`src/common/chopper_switch_pkg.sv`:
```
/*
 * Shared constants for the quiet-mode / current-mode chopper selection block.
 * Assumes a single 200 MHz chopper clock domain.
 */
package chopper_switch_pkg;

    // ------------------------------------------------------------
    // Widths and limits
    // ------------------------------------------------------------
    localparam int unsigned STEP_INTERVAL_W = 20;
    localparam int unsigned AMPL_W          = 8;
    localparam logic [7:0]  AMPL_MAX        = 8'hff;

    // ------------------------------------------------------------
    // Reset values
    // ------------------------------------------------------------
    localparam logic [7:0]  SUM_RESET       = 8'h00;

    // ------------------------------------------------------------
    // Timing counts
    // ------------------------------------------------------------
    // Missed full steps before an open-load flag rises.
    localparam logic [2:0]  OL_FULLSTEPS    = 3'h4;
    // Chopper periods the host keeps the motor still on first enable.
    localparam int unsigned STANDSTILL_PERIODS = 128;

endpackage

```
`src/verilog/chopper_mode_velocity_switch.sv`:
```
/*
 * Velocity-threshold selection between voltage-mode quiet chopping and
 * current-mode chopping, with the quiet-mode amplitude regulator, its
 * open-load flags and the voltage amplitude sum.
 * Assumes step_i comes from a pin (synchronised here); all other inputs,
 * including the chopper-period and full-step ticks and the current sense
 * magnitudes, come from logic on ref_clk_i.
 */
`timescale 1ns/1ps

module chopper_mode_velocity_switch
    import chopper_switch_pkg::*;
#(
    parameter int unsigned TW = STEP_INTERVAL_W
) (
    input  wire logic              ref_clk_i,
    input  wire logic              rst_b_i,
    input  wire logic              clk_en_i,
    input  wire logic              step_i,
    input  wire logic              quiet_mode_enable_i,
    input  wire logic              autoscale_enable_i,
    input  wire logic [TW-1:0]     quiet_mode_velocity_threshold_i,
    input  wire logic [7:0]        reentry_amplitude_setting_i,
    input  wire logic              chopper_period_tick_i,
    input  wire logic              fullstep_tick_i,
    input  wire logic [7:0]        target_current_a_i,
    input  wire logic [7:0]        target_current_b_i,
    input  wire logic [7:0]        measured_current_a_i,
    input  wire logic [7:0]        measured_current_b_i,
    output logic                   current_mode_o,
    output logic [TW-1:0]          step_interval_o,
    output logic [7:0]             voltage_amplitude_sum_o,
    output logic [7:0]             drive_scale_a_o,
    output logic [7:0]             drive_scale_b_o,
    output logic                   open_load_coil_a_o,
    output logic                   open_load_coil_b_o
);

    // ------------------------------------------------------------
    // Helpers
    // ------------------------------------------------------------
    function automatic logic [TW-1:0] sat_inc_t(input logic [TW-1:0] v);
        sat_inc_t = (&v) ? v : v + 1'b1;
    endfunction

    function automatic logic [2:0] sat_inc3(input logic [2:0] v);
        sat_inc3 = (&v) ? v : v + 3'h1;
    endfunction

    // Coil drive is the common sum weighted by the coil's target taken as a fraction of 256.
    function automatic logic [7:0] scale_by(input logic [7:0] sum, input logic [7:0] tgt);
        logic [15:0] prod;
        prod     = sum * tgt;
        scale_by = prod[15:8];
    endfunction

    // ------------------------------------------------------------
    // State
    // ------------------------------------------------------------
    typedef struct packed {
        logic          sync1;
        logic          sync2;
        logic          step_prev;
        logic [TW-1:0] cnt;
        logic [TW-1:0] interval;
        logic          cur_mode;
        logic [7:0]    sum;
        logic          reached_a;
        logic          reached_b;
        logic [2:0]    miss_a;
        logic [2:0]    miss_b;
        logic          open_load_coil_a;
        logic          open_load_coil_b;
        logic [7:0]    drv_a;
        logic [7:0]    drv_b;
    } state_t;

    state_t s_q;
    state_t s_d;

    logic step_edge;
    logic go_current;
    logic a_larger;
    logic [7:0] reg_meas;
    logic [7:0] reg_tgt;
    logic hit_a;
    logic hit_b;

    assign step_edge = s_q.sync2 & ~s_q.step_prev;
    // Zero threshold keeps quiet mode; otherwise shorter interval means faster.
    assign go_current = ~quiet_mode_enable_i |
                        ((quiet_mode_velocity_threshold_i != '0) &&
                         (s_q.interval < quiet_mode_velocity_threshold_i));
    assign a_larger = target_current_a_i >= target_current_b_i;
    assign reg_meas = a_larger ? measured_current_a_i : measured_current_b_i;
    assign reg_tgt  = a_larger ? target_current_a_i : target_current_b_i;
    assign hit_a    = s_q.reached_a | (measured_current_a_i >= target_current_a_i);
    assign hit_b    = s_q.reached_b | (measured_current_b_i >= target_current_b_i);

    // ------------------------------------------------------------
    // Next state
    // ------------------------------------------------------------
    always_comb begin
        s_d       = s_q;
        s_d.sync1 = step_i;
        s_d.sync2 = s_q.sync1;
        s_d.step_prev = s_q.sync2;

        // Interval saturates so a stopped motor reads as the slowest speed.
        if (step_edge) begin
            s_d.interval = sat_inc_t(s_q.cnt);
            s_d.cnt      = '0;
        end else begin
            s_d.cnt = sat_inc_t(s_q.cnt);
            if (&s_q.cnt) begin
                s_d.interval = s_q.cnt;
            end
        end

        s_d.cur_mode = go_current;

        if (go_current) begin
            // Sum stays frozen as the restart point for re-entry.
            s_d.open_load_coil_a = 1'b0;
            s_d.open_load_coil_b = 1'b0;
            s_d.miss_a = '0;
            s_d.miss_b = '0;
            s_d.reached_a = 1'b0;
            s_d.reached_b = 1'b0;
        end else if (s_q.cur_mode) begin
            // Resume from the stored value, capped by the re-entry setting; without autoscale, load the setting.
            if (!autoscale_enable_i || s_q.sum > reentry_amplitude_setting_i) begin
                s_d.sum = reentry_amplitude_setting_i;
            end
        end else begin
            if (!autoscale_enable_i) begin
                s_d.sum = reentry_amplitude_setting_i;
            end else if (chopper_period_tick_i) begin
                // Only the larger-target coil is measured and regulated.
                if (reg_meas < reg_tgt && s_q.sum != AMPL_MAX) begin
                    s_d.sum = s_q.sum + 8'h01;
                end else if (reg_meas > reg_tgt && s_q.sum != 8'h00) begin
                    s_d.sum = s_q.sum - 8'h01;
                end
            end
            if (fullstep_tick_i) begin
                // A coil that never reaches target counts up; a hit clears it.
                s_d.miss_a = hit_a ? 3'h0 : sat_inc3(s_q.miss_a);
                s_d.miss_b = hit_b ? 3'h0 : sat_inc3(s_q.miss_b);
                s_d.open_load_coil_a    = s_d.miss_a >= OL_FULLSTEPS;
                s_d.open_load_coil_b    = s_d.miss_b >= OL_FULLSTEPS;
                s_d.reached_a = 1'b0;
                s_d.reached_b = 1'b0;
            end else begin
                s_d.reached_a = hit_a;
                s_d.reached_b = hit_b;
            end
        end

        // Other coil follows the regulated one in proportion to target.
        s_d.drv_a = a_larger ? s_d.sum : scale_by(s_d.sum, target_current_a_i);
        s_d.drv_b = a_larger ? scale_by(s_d.sum, target_current_b_i) : s_d.sum;
    end

    always_ff @(posedge ref_clk_i or negedge rst_b_i) begin
        if (!rst_b_i) begin
            s_q          <= '0;
            s_q.cur_mode <= 1'b1;
            s_q.sum      <= SUM_RESET;
        end else if (clk_en_i) begin
            s_q <= s_d;
        end
    end

    // ------------------------------------------------------------
    // Outputs
    // ------------------------------------------------------------
    // Pure status views; reading them changes nothing.
    assign current_mode_o          = s_q.cur_mode;
    assign step_interval_o         = s_q.interval;
    assign voltage_amplitude_sum_o = s_q.sum;
    assign drive_scale_a_o         = s_q.drv_a;
    assign drive_scale_b_o         = s_q.drv_b;
    assign open_load_coil_a_o      = s_q.open_load_coil_a;
    assign open_load_coil_b_o      = s_q.open_load_coil_b;
endmodule // chopper_mode_velocity_switch

```
`config.mk`:
```
export PLATFORM = sky130hd
export DESIGN_NAME = chopper_mode_velocity_switch
export DESIGN_NICKNAME = d
export VERILOG_FILES = /design/src/common/chopper_switch_pkg.sv /design/src/verilog/chopper_mode_velocity_switch.sv
export SDC_FILE = /design/constraint.sdc
export NUM_CORES = 1
export LEC_CHECK = 0
export ABC_AREA = 1
export BUFFER_PORTS_ARGS = -buffer_cell sky130_fd_sc_hd__clkbuf_2
export CAP_MARGIN = 20
export CORE_MARGIN = 5
export CORE_UTILIZATION = 45
export CTS_BUF_LIST = sky130_fd_sc_hd__clkbuf_16
export DETAILED_ROUTE_END_ITERATION = 12
export PLACE_DENSITY = 0.63
export SETUP_SLACK_MARGIN = 0.3
export SLEW_MARGIN = 30
export SYNTH_ARGS = -nofsm -noshare
export SYNTH_HDL_FRONTEND = slang
export SYNTH_SLANG_ARGS = --single-unit
```
`constraint.sdc`:
```
create_clock -name ref_clk_i -period 6.7 [get_ports ref_clk_i]
set_input_delay 0.335 -clock ref_clk_i [delete_from_list [all_inputs] [get_ports ref_clk_i]]
set_output_delay 0.335 -clock ref_clk_i [all_outputs]
set_load 0.1 [all_outputs]
```
# Word level (Yosys, flattened, before mapping)

Index checks and enable logic that the tools add are counted.

Bitwise gates (word level): 6
Reduce and logical (&&, ||, !) cells: 15
$add $sub $neg: 5
Order comparisons: 9
Muxes and demuxes: 22
Multipliers: 2
Equal/unequal tests: 2

Operator list:

| kind                  | number |
|---|---|
| $mux 8                | 12 |
| $mux 20               | 2 |
| $mux 40               | 1 |
| $mul 8x8->16          | 2 |
| $ge 8x8->1            | 3 |
| $add 20x1->20 const B | 1 |
| $lt 20x20->1          | 1 |
| $mux 10               | 2 |
| $reduce_and 20->1     | 1 |
| $reduce_bool 20->1    | 1 |
| $gt 8x8->1            | 2 |
| $mux 3                | 4 |
| $reduce_and 3->1      | 3 |
| $add 8x1->8 const B   | 1 |
| $lt 8x8->1            | 1 |
| $ne 8x8->1 const B    | 1 |
| $reduce_bool 8->1     | 1 |
| $sub 8x1->8 const B   | 1 |
| $add 3x1->3 const B   | 2 |
| $ge 3x3->1 const B    | 2 |
| $reduce_and 2->1      | 2 |
| $reduce_bool 2->1     | 2 |
| $logic_and 1x1->1     | 3 |
| $or 1x1->1            | 3 |
| other kinds (6)       | 7 |

Output and inout port bits: 47
Register bits after elaboration: 78
Word-level logic and storage cells: 76

# Logic depth before layout (Yosys ltp)

Gate-level depths: netlist of the first run.

Depth after elaboration: 12
Mapped depth: 49
Depth with buffers taken out: 47

# Worst setup path after synthesis of the first run

No wires, ideal clock.

Path kind: in2reg
Start: input port target_current_b_i[3]
End: register s_q (netlist bit drive_scale_a_o[6])
Setup time: 121 ps
Path slack: -515 ps
Stages on the path: 39
Required time: 6579 ps
Arrival time: 7094 ps
Cell sequence: clkinv_1 ha_1 nand2_1 o21ai_0 nand2_1 nand3_1 buf_2 clkbuf_1 nand2_1 nand2_1 ha_1 a21o_1 nor2_2 nand3_2 buf_6 nand2_2 nand2_1 nor2_1 [... 3 more ...] nand3_1 nand2_2 inv_1 buf_2 nor2_1 fa_1 fa_1 fa_1 inv_1 fa_1 inv_1 ha_1 a21oi_1 o21ai_0 a221oi_1 a21oi_1 o21bai_1 nand2_1

Longest elaborated chain between the ends: 12

RTL lines:

| what                             | line                                                                   | source |
|---|---|---|
| start, declared                  | chopper_mode_velocity_switch.sv:27                                     | `input wire logic [7:0] target_current_b_i,` |
| $ge 8x8->1                       | chopper_mode_velocity_switch.sv:94                                     | `assign a_larger = target_current_a_i >= target_current_b_i;` |
| $mux 8, on equally long branches | chopper_mode_velocity_switch.sv:95, chopper_mode_velocity_switch.sv:96 |  |
| $gt 8x8->1                       | chopper_mode_velocity_switch.sv:142                                    | `end else if (reg_meas > reg_tgt && s_q.sum != 8'h00) begin` |
| $logic_and 1x1->1                | chopper_mode_velocity_switch.sv:142                                    |  |
| $mux 8                           | chopper_mode_velocity_switch.sv:142                                    |  |
| $mux 8                           | chopper_mode_velocity_switch.sv:140                                    | `if (reg_meas < reg_tgt && s_q.sum != AMPL_MAX) begin` |
| $mux 8                           | chopper_mode_velocity_switch.sv:138                                    | `end else if (chopper_period_tick_i) begin` |
| $mux 8                           | chopper_mode_velocity_switch.sv:136                                    | `if (!autoscale_enable_i) begin` |
| $mux 8                           | chopper_mode_velocity_switch.sv:130                                    | `end else if (s_q.cur_mode) begin` |
| $mux 8                           | chopper_mode_velocity_switch.sv:122                                    | `if (go_current) begin` |
| $mul 8x8->16                     | chopper_mode_velocity_switch.sv:53                                     | `prod = sum * tgt;` |
| $mux 8 *                         | chopper_mode_velocity_switch.sv:161                                    | `s_d.drv_a = a_larger ? s_d.sum : scale_by(s_d.sum, target_current_a_i);` |
| end, declared                    | chopper_mode_velocity_switch.sv:78                                     | `state_t s_q;` |

Mark *: on every way between the ends. The rest lies on a longest branch, timed or not.
A chain may end at the register's enable or synchronous reset.

# Final worst setup path of the first run

Start: input port target_current_b_i[5]
End: register s_q (netlist bit drive_scale_a_o[7])

Same word-level chain as after synthesis.

==> results of run 1 <==
==> path summary, 6_finish.rpt <==
kind                                                  from                  to  slack (ns)  depth (start not counted)
min in group ref_clk_i                              step_i             s_d[76]        0.22                          3
max in group asynchronous                          rst_b_i             s_q[69]        6.14                          1
worst min register to register          drive_scale_b_o[5]  drive_scale_b_o[5]        0.48                          2
worst min-delay path                               rst_b_i  drive_scale_b_o[0]     -0.0009                          1
worst max-delay path                 target_current_b_i[5]  drive_scale_a_o[7]       -0.13                         44
worst max register to register  voltage_amplitude_sum_o[6]  drive_scale_b_o[7]        0.62                         28
==> critical path: cells and delay by family <==
kind | cells | cell delay, ns
AO/OA/AOI/OAI | 8 | 1.34
XOR/XNOR | 1 | 0.15
adder cells (fa/ha/maj) | 7 | 2.78
buffers and inverters | 7 | 0.64
AND/OR/NAND/NOR | 21 | 1.81
==> stage by stage <==
step	std cells	util [%]
6_report	1902	57.87
5_1_grt	1902	57.87
4_1_cts	1894	56.42
2_1_floorplan	1414	-
3_5_place_dp	1857	52.76
3_3_place_gp	1857	52.74
==> flip-flops by register name (all words and copies together) (netlist names) <==
register	cells
current_mode_o	1
drive_scale_a_o	8
drive_scale_b_o	8
s_d	2
s_q	29
step_interval_o	20
voltage_amplitude_sum_o	8
==> layer usage <==
layer  share of wire [%]  GRT usage [%]  routed length [um]
met2                  47          39.16               14190
met1                  46          32.38               14030
met3                 5.6          3.721                1704
met5                   0              0                   0
met4                 1.9          5.553                 569
==> kinds of logic after synthesis <==
logic type / after synthesis
xor+xnor: 21
buf+inv: 310
simple gates: 584
compound gates: 222
fa+ha+maj: 201
flops: 76
==> what timing repair did <==
action / 4_1_cts / 5_1_grt
buffers inserted: 19 / 8
endpoints found under the setup margin: 16 / 16
pin swaps: 54 / 57
hold buffers: 0 / 0
gates resized for setup: 90 / 71
cloned: 2 / 0
==> layout make-up <==
cell class | count | area [um2]
fill | 2140 | 9480
multi-input combinational | 1028 | 7736
sequential | 76 | 1903
timing repair buffer | 265 | 1836
inverter | 232 | 900.9
tap | 285 | 356.6
clock buffer | 9 | 225.2
clock inverter | 7 | 65.06
==> cell usage after synthesis (15+ instances only) <==
cell type / n
nand2_1: 292
inv_1: 218
nor2_1: 164
ha_1: 131
o21ai_0: 81
dfrtp_1: 75
nand3_1: 74
fa_1: 70
a21oi_1: 62
buf_4: 45
clkbuf_1: 20
nor3_1: 19
xor2_1: 18
o22ai_1: 15
==> results by group, run 1 <==
Die
  • Core Area: 22500 um2
  • Chip height: 160.6 um
  • Die ar.: 25790 um2
  • Row cnt: 55
  • Ports: 115
  • Chip width: 160.6 um
  • Starting density of the core: 45.34%

Route
  • Iteration-0 DRC Markers: 535
  • Mean routed wirelength per cell: 16.03 um
  • Drt first pass iters: 7
  • Residual DRC: 0
  • Via density: 5.188
  • Post-route ant nets: 0
  • Drt total wl: 30.49 mm
  • Via count: 9868

Synthesis
  • Distinct cells, synth: 43
  • Synth warn: 0
  • Compound-gate portion of the synthesized area: 12.75%
  • Sequential fraction of the synthesis area: 18.65%
  • Synth top area share: 18.39%
  • Post-Synth XOR/XNOR Area: 1.803%
  • Cells after Synth: 1414
  • Post-synthesis adder-cell area fraction: 29.80%
  • Simple-gate share of the synthesized area: 23.72%
  • Syn_nets: 1683
  • Synth Flop Type: dfrtp_1
  • Multiplexer share of the synthesized area: 0%
  • Number of enable flip-flop cells after synthesis: 0
  • Mapped Avg Cell Area: 7.216 um2
  • Yosys top cell by area: dfrtp_1
  • Mapped Area: 10200 um2
  • Largest family of logic cells by synthesized area: adder cells
  • #FFs+latches synth: 76
  • Post-synth ARST share: 100.0%
  • Synth top area cells: dfrtp_1, ha_1, fa_1

Clock network
  • H-Tree Depth: 3
  • Clk sinks: 76
  • CTS Buf Count: 9
  • Latest clock arrival within the worst-skew pair: 0.35 ns
  • Clock-pin slew on the worst setup and hold paths: 0.07 ns
  • Bufs on Longest Clock Path: 2
  • CTS tree: done
  • Root Driver: clkbuf_16

Worst setup path
  • Max stage delay cell, worst path: fa_1
  • Arr. time, crit path: 7.07 ns
  • Critical Path Max Stage Delay: 0.53 ns
  • Crit. End Element: flip-flop
  • Worst EP required: 6.94 ns
  • CP max FO: 7
  • Startpoint Class: input port
  • Worst Setup Path Type: input port to flip-flop

Outcome
  • Failing checks: negative hold slack, negative setup slack
  • Status: finished with violations

Global route
  • Number of global-route vias before repair: 9861
  • Largest net degree at the start of global routing: 77
  • Grt ovf: 0
  • Antenna violations before repair: 0
  • Global-route wire length before repair: 49.64 mm
  • Overall routing resource usage: 23.56%

STA
  • Final WS setup: -0.1314 ns
  • Tmin final: 6.831 ns
  • Fin crit share: 102.0%
  • Final Hold Vio Count: 1
  • Unrepaired setup endpoints after global routing: yes
  • Finish-stage setup viols: 11
  • Relative slew margins: 47.93%
  • Slew Viols, Final: 0
  • Fmax: 0.1464 GHz
  • Final setup TNS: -0.7358 ns
  • Hold WS: -0.0009252 ns
  • Clk_skew: 0.009638 ns
  • Slew of the pin with the lowest slew margin: 0.7810 ns

Layout
  • Post-route cell area: 13020 um2
  • Antenna fix cells: 0
  • Layout cells sized above 1: 28.26%
  • Area Growth Syn to Fin: 27.63%
  • Nets@finish: 1881
  • Highest-count cells in the layout ignoring fill and taps: nand2_1, inv_1, buf_4
  • Commonest non-fill, non-tap cell in the layout: nand2_1

Hold path
  • Hold crit path type: input port to async pin

Run
  • Maxcap violations: 0

Placement
  • # port buffers: 114
  • Pre-CTS setup slack: -0.5699 ns
  • DP Wirelength: 24.13 mm
  • Post-DP Area: 11870 um2
  • Gpl congestion: 0.9257
Power of run 1 is left out: the tool's default activity adds up to more than one toggle a clock period on the data nets, which glitch-free logic cannot reach.
==> inputs of run 2 (changes only) <==
--- a/config.mk
+++ b/config.mk
@@ -9,10 +9,10 @@
 export BUFFER_PORTS_ARGS = -buffer_cell sky130_fd_sc_hd__clkbuf_2
 export CAP_MARGIN = 20
 export CORE_MARGIN = 5
-export CORE_UTILIZATION = 45
+export CORE_UTILIZATION = 42
 export CTS_BUF_LIST = sky130_fd_sc_hd__clkbuf_16
 export DETAILED_ROUTE_END_ITERATION = 12
-export PLACE_DENSITY = 0.63
+export PLACE_DENSITY = 0.59
 export SETUP_SLACK_MARGIN = 0.3
 export SLEW_MARGIN = 30
 export SYNTH_ARGS = -nofsm -noshare
==> run 2 against run 1 <==
- the flow still finishes with violations (negative hold slack, negative setup slack)
- fmax shrank 3.3%
- die area grew 6.7%
- via count grew 3.0%
- first-iteration DRC count grew 17%
- cell area grew 5.8%
- critical path depth grew 1
- global-route usage shrank 1.3 points
- clock-buffer cell count is the same
- critical path type unchanged
- critical endpoint is now drive_scale_a_o[6]
- largest cell class unchanged
==> results by group, run 2 (synthesis gave the netlist of run 1 again) <==
Layout
  • Area Growth Syn to Fin: 34.98%
  • Fillers: 2259
  • Nets@finish: 1925
  • Max reg flops: 29
  • Post-route cell area: 13770 um2
  • Top reg by flops: s_q
  • Commonest non-fill, non-tap cell in the layout: nand2_1
  • FF+latch area: 1903 um2
  • Layout cells sized above 1: 31.55%
  • Highest-count cells in the layout ignoring fill and taps: nand2_1, inv_1, buf_4
  • Final cell count without fillers: 1985
  • Antenna fix cells: 0
  • Area taken by multi-input logic gates: 7859 um2

Worst setup path
  • Worst EP required: 6.94 ns
  • Worst Reg-to-Reg Cells: 30
  • Crit. End Element: flip-flop
  • Critical Path Max Stage Delay: 0.54 ns
  • Flop2flop setup slack: 0.61 ns
  • Arr. time, crit path: 7.30 ns
  • Worst Setup Path Type: input port to flip-flop
  • Max stage delay cell, worst path: fa_1
  • CP max FO: 5
  • Cell mode on critical path: nand2_4
  • Startpoint Class: input port

Die
  • Chip height: 165.9 um
  • Die ar.: 27510 um2
  • Starting density of the core: 42.33%
  • Row cnt: 57
  • Chip width: 165.9 um
  • Core Area: 24110 um2
  • Ports: 115

Hold path
  • Hold crit path type: input port to async pin

Route
  • Post-route ant nets: 0
  • Residual DRC: 0
  • Mean routed wirelength per cell: 15.94 um
  • Drt total wl: 31.64 mm
  • Via density: 5.119
  • Iteration-0 DRC Markers: 625
  • Via count: 10161
  • Drt first pass iters: 5

Outcome
  • Status: finished with violations
  • Failing checks: negative hold slack, negative setup slack

Placement
  • Placed cells: 1900
  • Post-DP Area: 11950 um2
  • # port buffers: 114
  • DP Wirelength: 24.40 mm
  • Gpl congestion: 0.9279

STA
  • Hold WS: -0.01480 ns
  • Unrepaired setup endpoints after global routing: yes
  • Clk_skew: 0.008448 ns
  • Slew Viols, Final: 0
  • Finish-stage setup viols: 16
  • Final WS setup: -0.3615 ns
  • Fmax: 0.1416 GHz
  • Slew of the pin with the lowest slew margin: 0.7602 ns
  • Fin crit share: 105.4%
  • Tmin final: 7.062 ns
  • Final Hold Vio Count: 5
  • Final setup TNS: -4.127 ns
  • Relative slew margins: 49.32%

Clock network
  • CTS tree: done
  • Root Driver: clkbuf_16
  • Clock-pin slew on the worst setup and hold paths: 0.07 ns
  • CTS Buf Count: 9
  • CTS Hold Bufs: 0
  • Latest clock arrival within the worst-skew pair: 0.35 ns
  • H-Tree Depth: 3
  • Clk sinks: 76
  • Bufs on Longest Clock Path: 2

Global route
  • Antenna violations before repair: 0
  • Overall routing resource usage: 22.31%
  • Grt ovf: 0
  • Global-route wire length before repair: 51.05 mm
  • Largest net degree at the start of global routing: 77
  • Number of global-route vias before repair: 10162

Run
  • Maxcap violations: 0
-- run 2: cell types whose count changed in the layout (fill, tap and decap cells not counted), sizes merged --
cell | previous run | this run
buf | 153 | 197
bufinv | 0 | 2
clkbuf | 121 | 120
clkinv | 13 | 11
clkinvlp | 4 | 6
inv | 222 | 221
-- run 2: layout make-up --
type                       instances  area share (%)
multi-input combinational       1028           57.06
timing repair buffer             308           17.18
sequential                        76           13.82
inverter                         232           6.550
tap                              324           2.943
clock buffer                       9           1.635
clock inverter                     7          0.7631
timing repair inverter             1         0.05451
-- run 2: critical path: cells and delay by family --
family	cells	cell delay, ns
compound gates	7	1.06
buf+inv	10	0.99
fa+ha+maj	7	2.80
xor+xnor	1	0.14
simple gates	20	1.93
-- run 2: metal layers --
layer  GRT usage, %  up-vias  share of wire [%]  routed length (um)
li1               -     4995                  -                   -
met5              0        -                  0                   0
met3          4.189       52                6.2                1950
met4          6.671        0                2.5                 801
met2          35.35      306                 45               14350
met1          31.16     4808                 46               14550
-- run 2: final timing paths --
check | start | end
setup / recovery | target_current_b_i[6] | drive_scale_a_o[6]
hold / removal | rst_b_i | drive_scale_a_o[3]
setup reg to reg | voltage_amplitude_sum_o[1] | drive_scale_a_o[6]
hold reg to reg | drive_scale_b_o[2] | drive_scale_b_o[2]
max in group asynchronous | rst_b_i | s_q[67]
min in group ref_clk_i | step_i | s_d[76]
-- run 2: repair_timing --
item | 4_1_cts | 5_1_grt
gates resized for setup | 77 | 145
pin swaps | 52 | 91
cloned | 3 | 1
buffers inserted | 45 | 20
setup endpoints to repair | 16 | 17
-- run 2: through the flow --
step	util (%)	setup WS, ns	hold slack (ns)
finish	57.14	-0.3615	-0.01480
global route	57.14	-0.6899	0.05855
CTS	54.06	-0.06127	0.03501
detailed placement	49.58	-0.8039	0.4068
global placement	49.56	-0.6979	0.4577
floorplan	-	0.004384	0.03941
Power of run 2 is left out for the same reason.
==> inputs of run 3 (changes only) <==
--- a/config.mk
+++ b/config.mk
@@ -13,6 +13,7 @@
 export CTS_BUF_LIST = sky130_fd_sc_hd__clkbuf_16
 export DETAILED_ROUTE_END_ITERATION = 12
 export PLACE_DENSITY = 0.59
+export REMOVE_ABC_BUFFERS = 1
 export SETUP_SLACK_MARGIN = 0.3
 export SLEW_MARGIN = 30
 export SYNTH_ARGS = -nofsm -noshare
==> run 3 against run 2 <==
- critical path depth fell by 2
- fmax rose by 5.1%
- cell count fell by 1.3%
- largest cell class unchanged
- non-clock buffer count fell by 25
- the run ends with negative setup slack left
- routed wire length fell by 0.23%
- flip-flop and latch count did not move
- register-to-register slack improved by 0.03 ns
- hold slack improved by 0.20 ns
==> results by group, run 3 (synthesis gave the netlist of run 1 again) <==
Global route
  • Largest net degree at the start of global routing: 70
  • Antenna violations before repair: 0
  • Grt ovf: 0
  • Number of global-route vias before repair: 9792
  • Overall routing resource usage: 22.29%
  • Global-route wire length before repair: 50.55 mm

Worst setup path
  • Worst Reg-to-Reg Cells: 30
  • Worst EP required: 6.99 ns
  • Critical R2R Capture: drive_scale_a_o[6]
  • Critical Path Max Stage Delay: 0.54 ns
  • Startpoint Class: input port
  • Worst Setup Path Type: input port to flip-flop
  • Flop2flop setup slack: 0.64 ns
  • Crit. End Element: flip-flop
  • RR Startpoint: step_interval_o[19]
  • Max stage delay cell, worst path: fa_1
  • Critical path origin: target_current_b_i[7]
  • CP max FO: 7
  • Arr. time, crit path: 7.01 ns

Layout
  • Area Growth Syn to Fin: 32.30%
  • Fillers: 2243
  • Commonest non-fill, non-tap cell in the layout: nand2_1
  • Layout cells sized above 1: 31.78%
  • Max reg flops: 29
  • Highest-count cells in the layout ignoring fill and taps: nand2_1, inv_1, buf_4
  • Antenna fix cells: 0
  • Top reg by flops: s_q
  • Nets@finish: 1900

Clock network
  • CTS tree: done
  • Clock-pin slew on the worst setup and hold paths: 0.07 ns
  • H-Tree Depth: 3
  • Clk sinks: 76
  • Latest clock arrival within the worst-skew pair: 0.35 ns
  • Bufs on Longest Clock Path: 2
  • CTS Buf Count: 9
  • Root Driver: clkbuf_16

Placement
  • Gpl congestion: 0.9106
  • DP Wirelength: 24.38 mm
  • Pre-CTS setup slack: -0.8962 ns
  • # port buffers: 114

Route
  • Post-route ant nets: 0
  • Residual DRC: 0
  • Drt first pass iters: 5
  • Iteration-0 DRC Markers: 498
  • Drt total wl: 31.57 mm
  • Via density: 5.124
  • Mean routed wirelength per cell: 16.11 um
  • Via count: 10044

STA
  • Unrepaired setup endpoints after global routing: yes
  • Clk_skew: 0.006390 ns
  • Final Hold Vio Count: 0
  • Relative slew margins: 48.62%
  • Fmax: 0.1488 GHz
  • Slew Viols, Final: 0
  • Hold WS: 0.1843 ns
  • Finish-stage setup viols: 1
  • Final WS setup: -0.01964 ns
  • Tmin final: 6.720 ns
  • Fin crit share: 100.3%
  • Slew of the pin with the lowest slew margin: 0.7679 ns

Hold path
  • Worst hold path depth: 3
  • Worst Hold End: s_d[76]
  • HP Start: step_i
  • Hold crit path type: input port to flip-flop

Outcome
  • Status: finished with violations
  • Failing checks: negative setup slack

Run
  • Maxcap violations: 0

Die
  • Core Area: 24110 um2
  • Chip height: 165.9 um
  • Row cnt: 57
  • Chip width: 165.9 um
  • Starting density of the core: 42.33%
  • Ports: 115
  • Die ar.: 27510 um2
==> run 3: stage by stage <==
stage	utilization [%]	cell area, um2	setup TNS, ns	std cells
after floorplan	-	9719	-17.46	1336
after global placement	48.40	11670	-10.76	1903
after detailed placement	48.40	11670	-12.03	1903
after CTS	53.20	12820	0	1945
after global routing	56.00	13500	-4.006	1960
final	56.00	13500	-0.01964	1960
==> run 3: worst max-delay path by stage <==
stage	end	slack, ns	depth (start not counted)
finish	drive_scale_a_o[6]	-0.02	43
floorplan	drive_scale_a_o[6]	-1.27	36
CTS	drive_scale_a_o[7]	0.01	42
global route	drive_scale_a_o[6]	-0.36	46
detailed placement	drive_scale_b_o[6]	-0.90	40
global placement	drive_scale_b_o[6]	-0.80	37
==> run 3: repair_timing <==
item / in CTS / in global routing
gates resized for setup: 166 / 135
hold buffers: 1 / 0
endpoints found under the setup margin: 16 / 16
endpoints found under the hold margin: 7 / 0
gates cloned: 2 / 0
setup buffers: 23 / 15
pin swaps: 116 / 92
==> run 3: cell type report <==
cell class | count | area [um2] | area share, %
clock inverters | 7 | 67.56 | 0.5005
repair buffers | 283 | 2042 | 15.13
inverters | 232 | 895.9 | 6.636
flip-flops and latches | 76 | 1903 | 14.10
repair inverters | 1 | 7.507 | 0.05561
multi-input cells | 1028 | 7953 | 58.91
well taps | 324 | 405.4 | 3.003
clock buffers | 9 | 225.2 | 1.668
==> run 3: critical path: cells and delay by family <==
kind / cells / cell delay [ns]
AO/OA/AOI/OAI: 8 / 0.99
XOR/XNOR: 1 / 0.14
adder cells (fa/ha/maj): 7 / 2.81
buffers and inverters: 9 / 0.99
AND/OR/NAND/NOR: 18 / 1.72
==> run 3: metal layers <==
layer  global-route usage [%]  vias up  wire [um]
met3                    3.761       56       1892
li1                         -     4955          -
met5                        0        -          0
met4                    7.496        0        957
met1                    30.56     4737      13920
met2                    35.88      296      14800
Power of run 3 is left out for the same reason.
